`src/zcd_pkg.sv`:
```
/*
 * Constants, timing counts and state codes of the zero-cross phase dimmer.
 * Assumes a single 250 MHz clock and zero-cross pulses synchronous to it.
 */
// What this block does
// - Zero-cross rising edge raises edge interrupt, starts cycle
// - Rising-edge detection only on edge inputs four to seven
// - Each firing is two separate gate pulses
// - Edge event starts phase delay from intensity
// - Wrap flag sets when counter reaches modulo
// - Phase timer interrupts on wrap, ending delay
// - Two pulses in successive half periods, timer-timed
// - Intensity changes ramp the delay gradually
// - Tick timer gives delays in whole milliseconds
// - Tick timer polled by wrap flag, no interrupt
// - All gate firing synchronised to zero crossings
package zcd_pkg;
	localparam int CLK_PERIOD_PS = 4000;
	localparam int MS_TIME_NS = 1_000_000;
	localparam int MS_CYC = (MS_TIME_NS * 1000) / CLK_PERIOD_PS;
	localparam int STEP_TIME_NS = 10_000;
	localparam int STEP_CYC = (STEP_TIME_NS * 1000) / CLK_PERIOD_PS;
	localparam int DW = 10;
	localparam int UW = 16;
	// Counts below are in phase steps of STEP_TIME_NS
	localparam logic [9:0] HALF_STEPS = 10'h03E8;
	localparam logic [9:0] PULSE_STEPS = 10'h000A;
	localparam logic [9:0] MAX_DELAY = 10'h03D4;
	localparam logic [9:0] RAMP_STEP = 10'h0004;
	localparam logic [9:0] DELAY_RST = 10'h03D4;
	typedef enum logic [2:0] {
		ST_IDLE = 3'b000,
		ST_DELAY = 3'b001,
		ST_PULSE1 = 3'b010,
		ST_GAP = 3'b011,
		ST_PULSE2 = 3'b100
	} zcd_state_e;
endpackage : zcd_pkg

```
`src/zcd_dimmer.sv`:
```
/*
 * Phase-angle dimmer: zero-cross edge detect, phase delay timer, triac gate
 * pulse pair, intensity ramp, and the millisecond tick timer.
 * Assumes zero-cross inputs already clean and synchronous to clk.
 */
`timescale 1ns/1ps
module zcd_dimmer #(
	parameter int STEP_CYC = zcd_pkg::STEP_CYC,
	parameter int MS_CYC = zcd_pkg::MS_CYC,
	parameter int DW = zcd_pkg::DW,
	parameter int UW = zcd_pkg::UW
) (
	input wire logic clk,
	input wire logic rstn,
	input wire logic en,
	input wire logic [3:0] zc_in, // Edge inputs four to seven
	input wire logic [1:0] zc_sel,
	input wire logic dim_on,
	input wire logic [DW-1:0] intensity,
	input wire logic ms_start,
	input wire logic [UW-1:0] ms_units,
	output logic triac_gate,
	output logic keypad_edge_interrupt,
	output logic phase_delay_irq,
	output logic [DW-1:0] firing_delay,
	output logic ms_busy,
	output logic ms_done,
	output logic ms_wrap_flag
);
	localparam int PW = $clog2(STEP_CYC);
	zcd_pkg::zcd_state_e st_q, st_d;
	logic [3:0] zc_prev_q, rise;
	logic [PW-1:0] pre_q, pre_d;
	logic [DW-1:0] cnt_q, cnt_d, mod, dly_q, dly_d, tgt;
	logic kei_q, kei_d, irq_q, irq_d, gate_q, gate_d, evt, tick, wrap;

	// Rising edge per input; only these four can detect rising edges
	genvar gi;
	generate
		for (gi = 0; gi < 4; gi++) begin : g_edge
			assign rise[gi] = zc_in[gi] && !zc_prev_q[gi];
		end
	endgenerate
	assign evt = rise[zc_sel];

	// Intensity to target delay; high intensity means early firing
	assign tgt = (intensity >= zcd_pkg::MAX_DELAY) ? '0 : zcd_pkg::MAX_DELAY - intensity;

	// Modulo per phase; gap ends one half period after the first pulse starts
	always_comb begin
		unique case (st_q)
			zcd_pkg::ST_DELAY: mod = dly_q;
			zcd_pkg::ST_GAP: mod = zcd_pkg::HALF_STEPS - zcd_pkg::PULSE_STEPS - DW'(1);
			default: mod = zcd_pkg::PULSE_STEPS - DW'(1);
		endcase
	end
	assign tick = (st_q != zcd_pkg::ST_IDLE) && (pre_q == PW'(STEP_CYC - 1));
	assign wrap = tick && (cnt_q == mod);

	// Ramp: one bounded step per zero crossing avoids visible flicker
	always_comb begin
		dly_d = dly_q;
		if (evt && dim_on) begin
			if (tgt > dly_q) begin
				dly_d = (tgt - dly_q > zcd_pkg::RAMP_STEP) ? dly_q + zcd_pkg::RAMP_STEP : tgt;
			end else if (tgt < dly_q) begin
				dly_d = (dly_q - tgt > zcd_pkg::RAMP_STEP) ? dly_q - zcd_pkg::RAMP_STEP : tgt;
			end
		end
	end

	// Phase timer and firing sequence; a new crossing resynchronises while dim_on is high
	always_comb begin
		st_d = st_q;
		pre_d = pre_q;
		cnt_d = cnt_q;
		irq_d = 1'b0;
		kei_d = evt;
		if (!dim_on) begin
			st_d = zcd_pkg::ST_IDLE;
			pre_d = '0;
			cnt_d = '0;
		end else if (evt) begin
			st_d = zcd_pkg::ST_DELAY;
			pre_d = '0;
			cnt_d = '0;
		end else if (st_q != zcd_pkg::ST_IDLE) begin
			pre_d = tick ? '0 : pre_q + PW'(1);
			if (wrap) begin
				cnt_d = '0;
				irq_d = 1'b1;
				unique case (st_q)
					zcd_pkg::ST_DELAY: st_d = zcd_pkg::ST_PULSE1;
					zcd_pkg::ST_PULSE1: st_d = zcd_pkg::ST_GAP;
					zcd_pkg::ST_GAP: st_d = zcd_pkg::ST_PULSE2;
					zcd_pkg::ST_PULSE2: st_d = zcd_pkg::ST_IDLE;
					default: st_d = zcd_pkg::ST_IDLE;
				endcase
			end else if (tick) begin
				cnt_d = cnt_q + DW'(1);
			end
		end
		// Two distinct pulses, only inside a crossing-started cycle
		gate_d = (st_d == zcd_pkg::ST_PULSE1) || (st_d == zcd_pkg::ST_PULSE2);
	end

	// Registers, frozen while en is low
	always_ff @(posedge clk or negedge rstn) begin
		if (!rstn) begin
			st_q <= zcd_pkg::ST_IDLE;
			zc_prev_q <= '0;
			pre_q <= '0;
			cnt_q <= '0;
			dly_q <= zcd_pkg::DELAY_RST;
			kei_q <= 1'b0;
			irq_q <= 1'b0;
			gate_q <= 1'b0;
		end else if (en) begin
			st_q <= st_d;
			zc_prev_q <= zc_in;
			pre_q <= pre_d;
			cnt_q <= cnt_d;
			dly_q <= dly_d;
			kei_q <= kei_d;
			irq_q <= irq_d;
			gate_q <= gate_d;
		end
	end

	assign triac_gate = gate_q;
	assign keypad_edge_interrupt = kei_q;
	assign phase_delay_irq = irq_q;
	assign firing_delay = dly_q;

	// Blocking millisecond delays
	zcd_ms_timer #(
		.MS_CYC(MS_CYC),
		.UW(UW)
	) u_ms (
		.clk(clk),
		.rstn(rstn),
		.en(en),
		.start(ms_start),
		.units(ms_units),
		.busy(ms_busy),
		.done(ms_done),
		.wrap_flag(ms_wrap_flag)
	);

	// Helper: gate rising edges since the last crossing, saturating at three
	logic [1:0] npulse_q, npulse_d;
	always_comb begin
		npulse_d = npulse_q;
		if (evt) begin
			npulse_d = 2'h0;
		end else if (gate_d && !gate_q && npulse_q != 2'h3) begin
			npulse_d = npulse_q + 2'h1;
		end
	end

	// Helper register, frozen with the rest
	always_ff @(posedge clk or negedge rstn) begin
		if (!rstn) begin
			npulse_q <= '0;
		end else if (en) begin
			npulse_q <= npulse_d;
		end
	end
endmodule : zcd_dimmer

```
`src/zcd_ms_timer.sv`:
```
/*
 * Millisecond tick timer: a blocking delay of whole 1 ms units.
 * Assumes start and units are synchronous to clk and held stable while busy.
 */
`timescale 1ns/1ps
module zcd_ms_timer #(
	parameter int MS_CYC = zcd_pkg::MS_CYC,
	parameter int UW = zcd_pkg::UW
) (
	input wire logic clk,
	input wire logic rstn,
	input wire logic en,
	input wire logic start,
	input wire logic [UW-1:0] units,
	output logic busy,
	output logic done,
	output logic wrap_flag
);
	localparam int PW = $clog2(MS_CYC);
	logic [PW-1:0] pre_q, pre_d;
	logic [UW-1:0] cnt_q, cnt_d, mod;
	logic busy_q, busy_d, flag_q, flag_d, done_q, done_d, tick;

	// Modulo: units-1 so that N gives N whole ticks; zero acts as one
	assign mod = (units == '0) ? '0 : units - UW'(1);
	assign tick = busy_q && (pre_q == PW'(MS_CYC - 1));

	// Next state; the wait logic polls the wrap flag instead of an interrupt
	always_comb begin
		pre_d = pre_q;
		cnt_d = cnt_q;
		busy_d = busy_q;
		flag_d = flag_q;
		done_d = 1'b0;
		if (start && !busy_q) begin
			pre_d = '0;
			cnt_d = '0;
			busy_d = 1'b1;
			flag_d = 1'b0;
		end else if (busy_q && flag_q) begin
			busy_d = 1'b0;
			done_d = 1'b1;
		end else if (busy_q) begin
			pre_d = tick ? '0 : pre_q + PW'(1);
			if (tick) begin
				if (cnt_q == mod) begin
					cnt_d = '0;
					flag_d = 1'b1;
				end else begin
					cnt_d = cnt_q + UW'(1);
				end
			end
		end
	end

	// Registers, frozen while en is low
	always_ff @(posedge clk or negedge rstn) begin
		if (!rstn) begin
			pre_q <= '0;
			cnt_q <= '0;
			busy_q <= 1'b0;
			flag_q <= 1'b0;
			done_q <= 1'b0;
		end else if (en) begin
			pre_q <= pre_d;
			cnt_q <= cnt_d;
			busy_q <= busy_d;
			flag_q <= flag_d;
			done_q <= done_d;
		end
	end

	assign busy = busy_q;
	assign done = done_q;
	assign wrap_flag = flag_q;
endmodule : zcd_ms_timer

```
`config.mk`:
```
export PLATFORM = sky130hd
export DESIGN_NAME = zcd_dimmer
export DESIGN_NICKNAME = d
export VERILOG_FILES = /design/src/zcd_pkg.sv /design/src/zcd_dimmer.sv /design/src/zcd_ms_timer.sv
export SDC_FILE = /design/constraint.sdc
export NUM_CORES = 1
export LEC_CHECK = 0
export ABC_AREA = 1
export BUFFER_PORTS_ARGS = -buffer_cell sky130_fd_sc_hd__buf_4
export CAP_MARGIN = 20
export CORE_MARGIN = 2
export CORE_UTILIZATION = 30
export CTS_BUF_LIST = sky130_fd_sc_hd__clkbuf_16
export DETAILED_ROUTE_END_ITERATION = 8
export GPL_TIMING_DRIVEN = 0
export PLACE_DENSITY = 0.58
export SLEW_MARGIN = 20
export SYNTH_ARGS = -nofsm -noshare
export SYNTH_HDL_FRONTEND = slang
export SYNTH_SLANG_ARGS = --single-unit
```
`constraint.sdc`:
```
create_clock -name clk -period 5.2 [get_ports clk]
set_clock_uncertainty 0.2 [all_clocks]
set_input_delay 0.52 -clock clk [delete_from_list [all_inputs] [get_ports clk]]
set_output_delay 0.52 -clock clk [all_outputs]
set_load 0.01 [all_outputs]
```
* Word level (Yosys, flattened, before mapping)
Index checks and enable logic that the tools add are counted.
** Word-level totals
- Flip-flop bits (word level) :: 79
- Bits in latches :: 0
- Memory bits (writable) :: 0
- Bits in read-only memories :: 0
- Output and inout port bits :: 16
- Memories kept :: 0
** Cells by class
- Add/subtract/negate cells :: 10
- $mul :: 0
- Div/mod/pow operators :: 0
- Magnitude comparators :: 6
- Equal/unequal tests :: 12
- Shifts and indexed selects :: 0
- Mux-type cells :: 45
- Bitwise gates (word level) :: 0
- Reduce and logical (&&, ||, !) cells :: 30
** Operators by type and width (number)
- $mux W10 :: 10
- $mux W16 :: 6
- $mux W18 :: 4
- $mux W12 :: 4
- $gt A10 B3 Y1 const B :: 2
- $pmux W10 S2 :: 1
- $sub A10 B10 Y10 :: 2
- $add A18 B1 Y18 const B :: 1
- $eq A18 B18 Y1 const B :: 1
- $add A16 B1 Y16 const B :: 1
- $eq A16 B16 Y1 :: 1
- $logic_not A16 Y1 :: 1
- $sub A16 B1 Y16 const B :: 1
- $mux W1 :: 14
- $add A12 B1 Y12 const B :: 1
- $eq A12 B12 Y1 const B :: 1
- $mux W3 :: 4
- $add A10 B1 Y10 const B :: 1
- $add A10 B3 Y10 const B :: 1
- $eq A10 B10 Y1 :: 1
- $ge A10 B10 Y1 const B :: 1
- $gt A10 B10 Y1 :: 1
- $logic_and A1 B1 Y1 :: 10
- $lt A10 B10 Y1 :: 1
- other kinds (19) :: 32

* Longest topological paths before layout
- Word-level depth :: 10
- Gate-level depth with buffers :: 25

* Modules after synthesis
From an unflattened synthesis, not the netlist that was laid out.
** Second synthesis, totals
- Cells, all modules :: 1106
- Area, all modules :: 7115.6 µm²
** By module, submodules not included
- zcd_dimmer :: times used 1, cells an instance 706, area an instance 4360.4 µm², sequential area each 1058.5 µm²
- zcd_ms_timer :: times used 1, cells an instance 400, area an instance 2755.1 µm², sequential area each 925.9 µm²

* Worst setup path before layout
No wires, ideal clock.
- Path kind :: input port to flip-flop
- From :: input intensity[0]
- To :: register dly_q[1], in the netlist firing_delay[1]
- Data arrival time :: 3.121 ns
- Setup slack :: 1.755 ns
- Stages on the path :: 21
- Buffers on the path :: 0
- Path through :: inv_1 > ha_1 > o21ai_0 > nand2_1 > nand2_1 > xor2_1 > or2_2 > inv_1 > ha_1 > a21oi_1 > nor2_1 > nor3b_1 > nand2_1 > nand2_1 > nand2_1 > nor2_4 > nand2_2 > nand2_1 > nand3_2 > nand2_1 > o21ai_1
** On the way
- Longest elaborated chain between the ends :: 7
** RTL lines
- start: declaration :: line zcd_dimmer.sv:19 : input wire logic [DW-1:0] intensity,
- $sub A10 B10 Y10 / $ge A10 B10 Y1 (equally long branches) :: line zcd_dimmer.sv:47 : assign tgt = (intensity >= zcd_pkg::MAX_DELAY) ? '0 : zcd_pkg::MAX_DELAY - intensity;
- $mux W10 * :: line zcd_dimmer.sv:47
- $sub A10 B10 Y10 :: line zcd_dimmer.sv:67 : dly_d = (dly_q - tgt > zcd_pkg::RAMP_STEP) ? dly_q - zcd_pkg::RAMP_STEP : tgt;
- $gt A10 B3 Y1 :: line zcd_dimmer.sv:67
- $mux W10 :: line zcd_dimmer.sv:67
- $mux W10 :: line zcd_dimmer.sv:66 : end else if (tgt < dly_q) begin
- $mux W10 :: line zcd_dimmer.sv:64 : if (tgt > dly_q) begin
- end signal: assignment :: line zcd_dimmer.sv:114 : dly_q <= zcd_pkg::DELAY_RST;
- end signal: assignment :: line zcd_dimmer.sv:123 : dly_q <= dly_d;
- end: declaration :: line zcd_dimmer.sv:34 : logic [DW-1:0] cnt_q, cnt_d, mod, dly_q, dly_d, tgt;
Mark *: on every way between the ends. The rest lies on a longest branch, timed or not. The select of a mux whose other input is x is not followed.
A chain may end at the register's enable or synchronous reset.

* Worst setup path in the final report
Ends and elaborated chain as after synthesis.

==> reports/summary.txt <==
R2R Setup Slk: 1.88 ns
Max clock buf depth: 2
Multi-input gate area: 0.004167 sq mm
Total CTS buffers: 9
CP Cell Sequence: buf_4, inv_1, ha_1, o21ai_0, nand2_1, nand2_1, xor2_1, or2_2, inv_1, ha_1, a21oi_1, nor2_1, nor3b_1, nand2_1, nand2_1, nand2_1, nor2_4, nand2_2, nand2_1, nand3_2, nand2_1, o21ai_1
First-pass GRT wire length: 29,530 um
Tcrit/Tclk final: 70.59%
Status: complete, no violations
Post-synthesis simple-gate area fraction: 40.31%
Most frequent CP cell: nand2_1
Clk sinks: 79
Fmax: 272.4 MHz
Avg WL per Cell: 12.42 um
Syn Area/Cell: 6.511 sq um
PostCTS Resize Cnt: 0
Detailed-placement wirelength estimate: 13,650 um
Compound-Gate Fraction of Synth Area: 10.21%
Adder-cell share of the synthesized area: 5.214%
Syn_nets: 1,119
Pwr Density: 403.2 mW/mm^2
Post-synth EDFFs: 0
CTS tree: done
Unique cell type count in the Yosys netlist: 44
Setup violators final: 0
Worst Path Max Fanout: 9
Pint: 0.001775 W
Asr flop ratio synth: 100.0%
Delay of the slowest critical-path stage: 0.33 ns
Seq/Total Area, Yosys: 28.92%
Final hold vios: 0
Clk Latency, worst-skew pair: 0.35 ns
Overall Global Routing Usage: 14.96%
Peak VDD IR: 170.1 uV
Pleak: 3.897 nW
Die area: 0.02410 sq mm
Seq pwr share: 28.8%
Largest area contributor in the netlist: dfrtp_1
CP Data Required Time: 5.23 ns
Critical path class: input pin to register
First-pass DRT Iterations: 5
Max-slew violations: 0
Main combinational cell family by area after synthesis: simple AND/OR/NAND/NOR gates
Clk Tree Root Cell: clkbuf_16
Clock power share: 21.9%
Diodes inserted: 0
Cells after synthesis: 1,054
Synth Flop Type: dfrtp_1
Worst path top cell family by delay: simple AND/OR/NAND/NOR gates
Fin crit period: 3.671 ns
Number of vias per cell: 4.698
Routability congestion estimate from global placement: 0.8334
DRT Wirelength: 17,470 um
Sw Share: 44.58%
Remaining Overflow, GRT: 0
Worst setup SP type: input pin
Largest cells by area after synthesis: dfrtp_1, nand2_1, nand3_1, inv_1, ha_1
Port Buffers: 52
DRC Markers: 0
Chip Width: 155.3 um
Largest net degree at the start of global routing: 80
Worst-Margin Slew: 0.7179 ns
Post-synth top cells: nand2_1, inv_1, nand3_1
Max-Cap Viols: 0
CTS Hold Bufs: 0
RSZ-0062 raised after global routing: false
Num ports: 53
Syn-to-layout area delta: 15.73%
Die Y: 155.3 um
H-tree Lvls: 3
R2R depth: 15
Comb pwr share: 49.3%
Arr. time, crit path: 3.70 ns
Crit path capture type: register
Slew Limit Headroom: 52.14%
CP max-delay cell: or2_2
Initial drt markers: 343
Clk slew on worst S/H paths: 0.06 ns
Synthesized flop and latch total: 79
DP Worst Slack: 1.158 ns
Vias in the first global route: 6,129
ANT nets after route: 0
Layout cell share with drive strength beyond 1: 12.75%
Total number of vias: 6,610
Psw: 0.001428 W
Setup TNS: 0 ns
Top-count cell post-synth: nand2_1
Critical path buffers and inverters: 3
Core area: 0.02257 sq mm
Setup WS post-layout: 1.529 ns
Antenna violations before repair: 0
Starting Density: 30.40%
Cell Area, Synth: 0.006863 sq mm
Filler instances: 2,490
Synth top area share: 26.62%
YS warnings: 0
# rows: 55
Sequential Area: 0.001984 sq mm
Setup bufs post-CTS: 0
WP depth: 22
Hold Path Class: input pin to asynchronous set/reset pin
XOR/XNOR Fraction of Synth Area: 4.977%
Proportion of synthesized area in mux cells: 0%
Fin nets: 1,182
-- cells by family after synthesis --
kind of cell / Yosys count
AO/OA/AOI/OAI: 121
XOR/XNOR: 39
adder cells (fa/ha/maj): 28
buffers and inverters: 177
AND/OR/NAND/NOR: 610
flip-flops: 79
-- registers in the layout, summed over array words and instances (netlist names) --
register and cells:
phase_delay_irq 1, firing_delay 10, u_ms.wrap_flag 1, triac_gate 1
st_q 3, cnt_q 10, u_ms.done 1, u_ms.busy 1
keypad_edge_interrupt 1, u_ms.cnt_q 16, pre_q 12, zc_prev_q 4
u_ms.pre_q 18
-- power by group through the flow --
stage | Combinational (W) | Clock (W) | Sequential [W]
4_1_cts | 0.00159 | 0.000722 | 0.000926
3_5_place_dp | 0.00158 | 0 | 0.000937
5_1_grt | 0.00182 | 0.000753 | 0.000945
2_1_floorplan | 0.00119 | 0 | 0.000897
3_3_place_gp | 0.00157 | 0 | 0.000934
6_report | 0.00158 | 0.000700 | 0.000922
-- layer usage --
layer  global-route usage, %  vias up  wire length [um]
met5                       0        -                 0
met4                   2.490        0               136
li1                        -     3511                 -
met3                   3.148       13               649
met1                   19.77     2992              8454
met2                   25.63       94              8228
-- through the flow --
step	power [W]	hold WS (ns)	utilization, %	std cells	instance area, sq um
floorplan	0.002084	0.02441	-	1054	6863
global placement	0.002503	0.2708	33.71	1391	7610
detailed placement	0.002517	0.2780	33.71	1391	7610
CTS	0.003237	0.1868	35.17	1407	7939
global route	0.003514	0.09090	35.19	1407	7943
finish	0.003203	0.005628	35.19	1407	7943
-- final timing paths --
| path | to | start |
|---|---|---|
| min reg2reg | phase_delay_irq | phase_delay_irq |
| max in group asynchronous | u_ms.cnt_q[10] | rstn |
| max reg2reg | firing_delay[1] | firing_delay[4] |
| max | firing_delay[1] | intensity[0] |
| min | st_q[2] | rstn |
| min in group clk | zc_prev_q[2] | zc_in[2] |
-- cell usage in the layout, fill, tap and decap left out, types with 8 or more instances in the layout --
cell type  netlist  routed
a21oi_1         36      36
a21oi_2         11      11
buf_4            2      53
clkbuf_16        0       9
dfrtp_1         73      73
ha_1            27      27
inv_1          153     153
nand2_1        300     300
nand2_2          8       8
nand3_1        119     119
nand4_1         28      28
nor2_1          87      87
nor2_2          10      10
nor3_1          22      22
o21ai_0         54      54
xor2_1          33      33
-- area by class of cell --
class                           instances  share of cell area (%)
Multi-Input combinational cell        798                   52.46
Sequential cell                        79                   24.98
Inverter                              159                   7.514
Timing Repair Buffer                   52                   4.962
Tap cell                              285                   4.490
Clock buffer                            9                   2.836
Buffer                                 18                   1.449
Clock inverter                          7                   1.308
(Power assumes the default switching activity.)
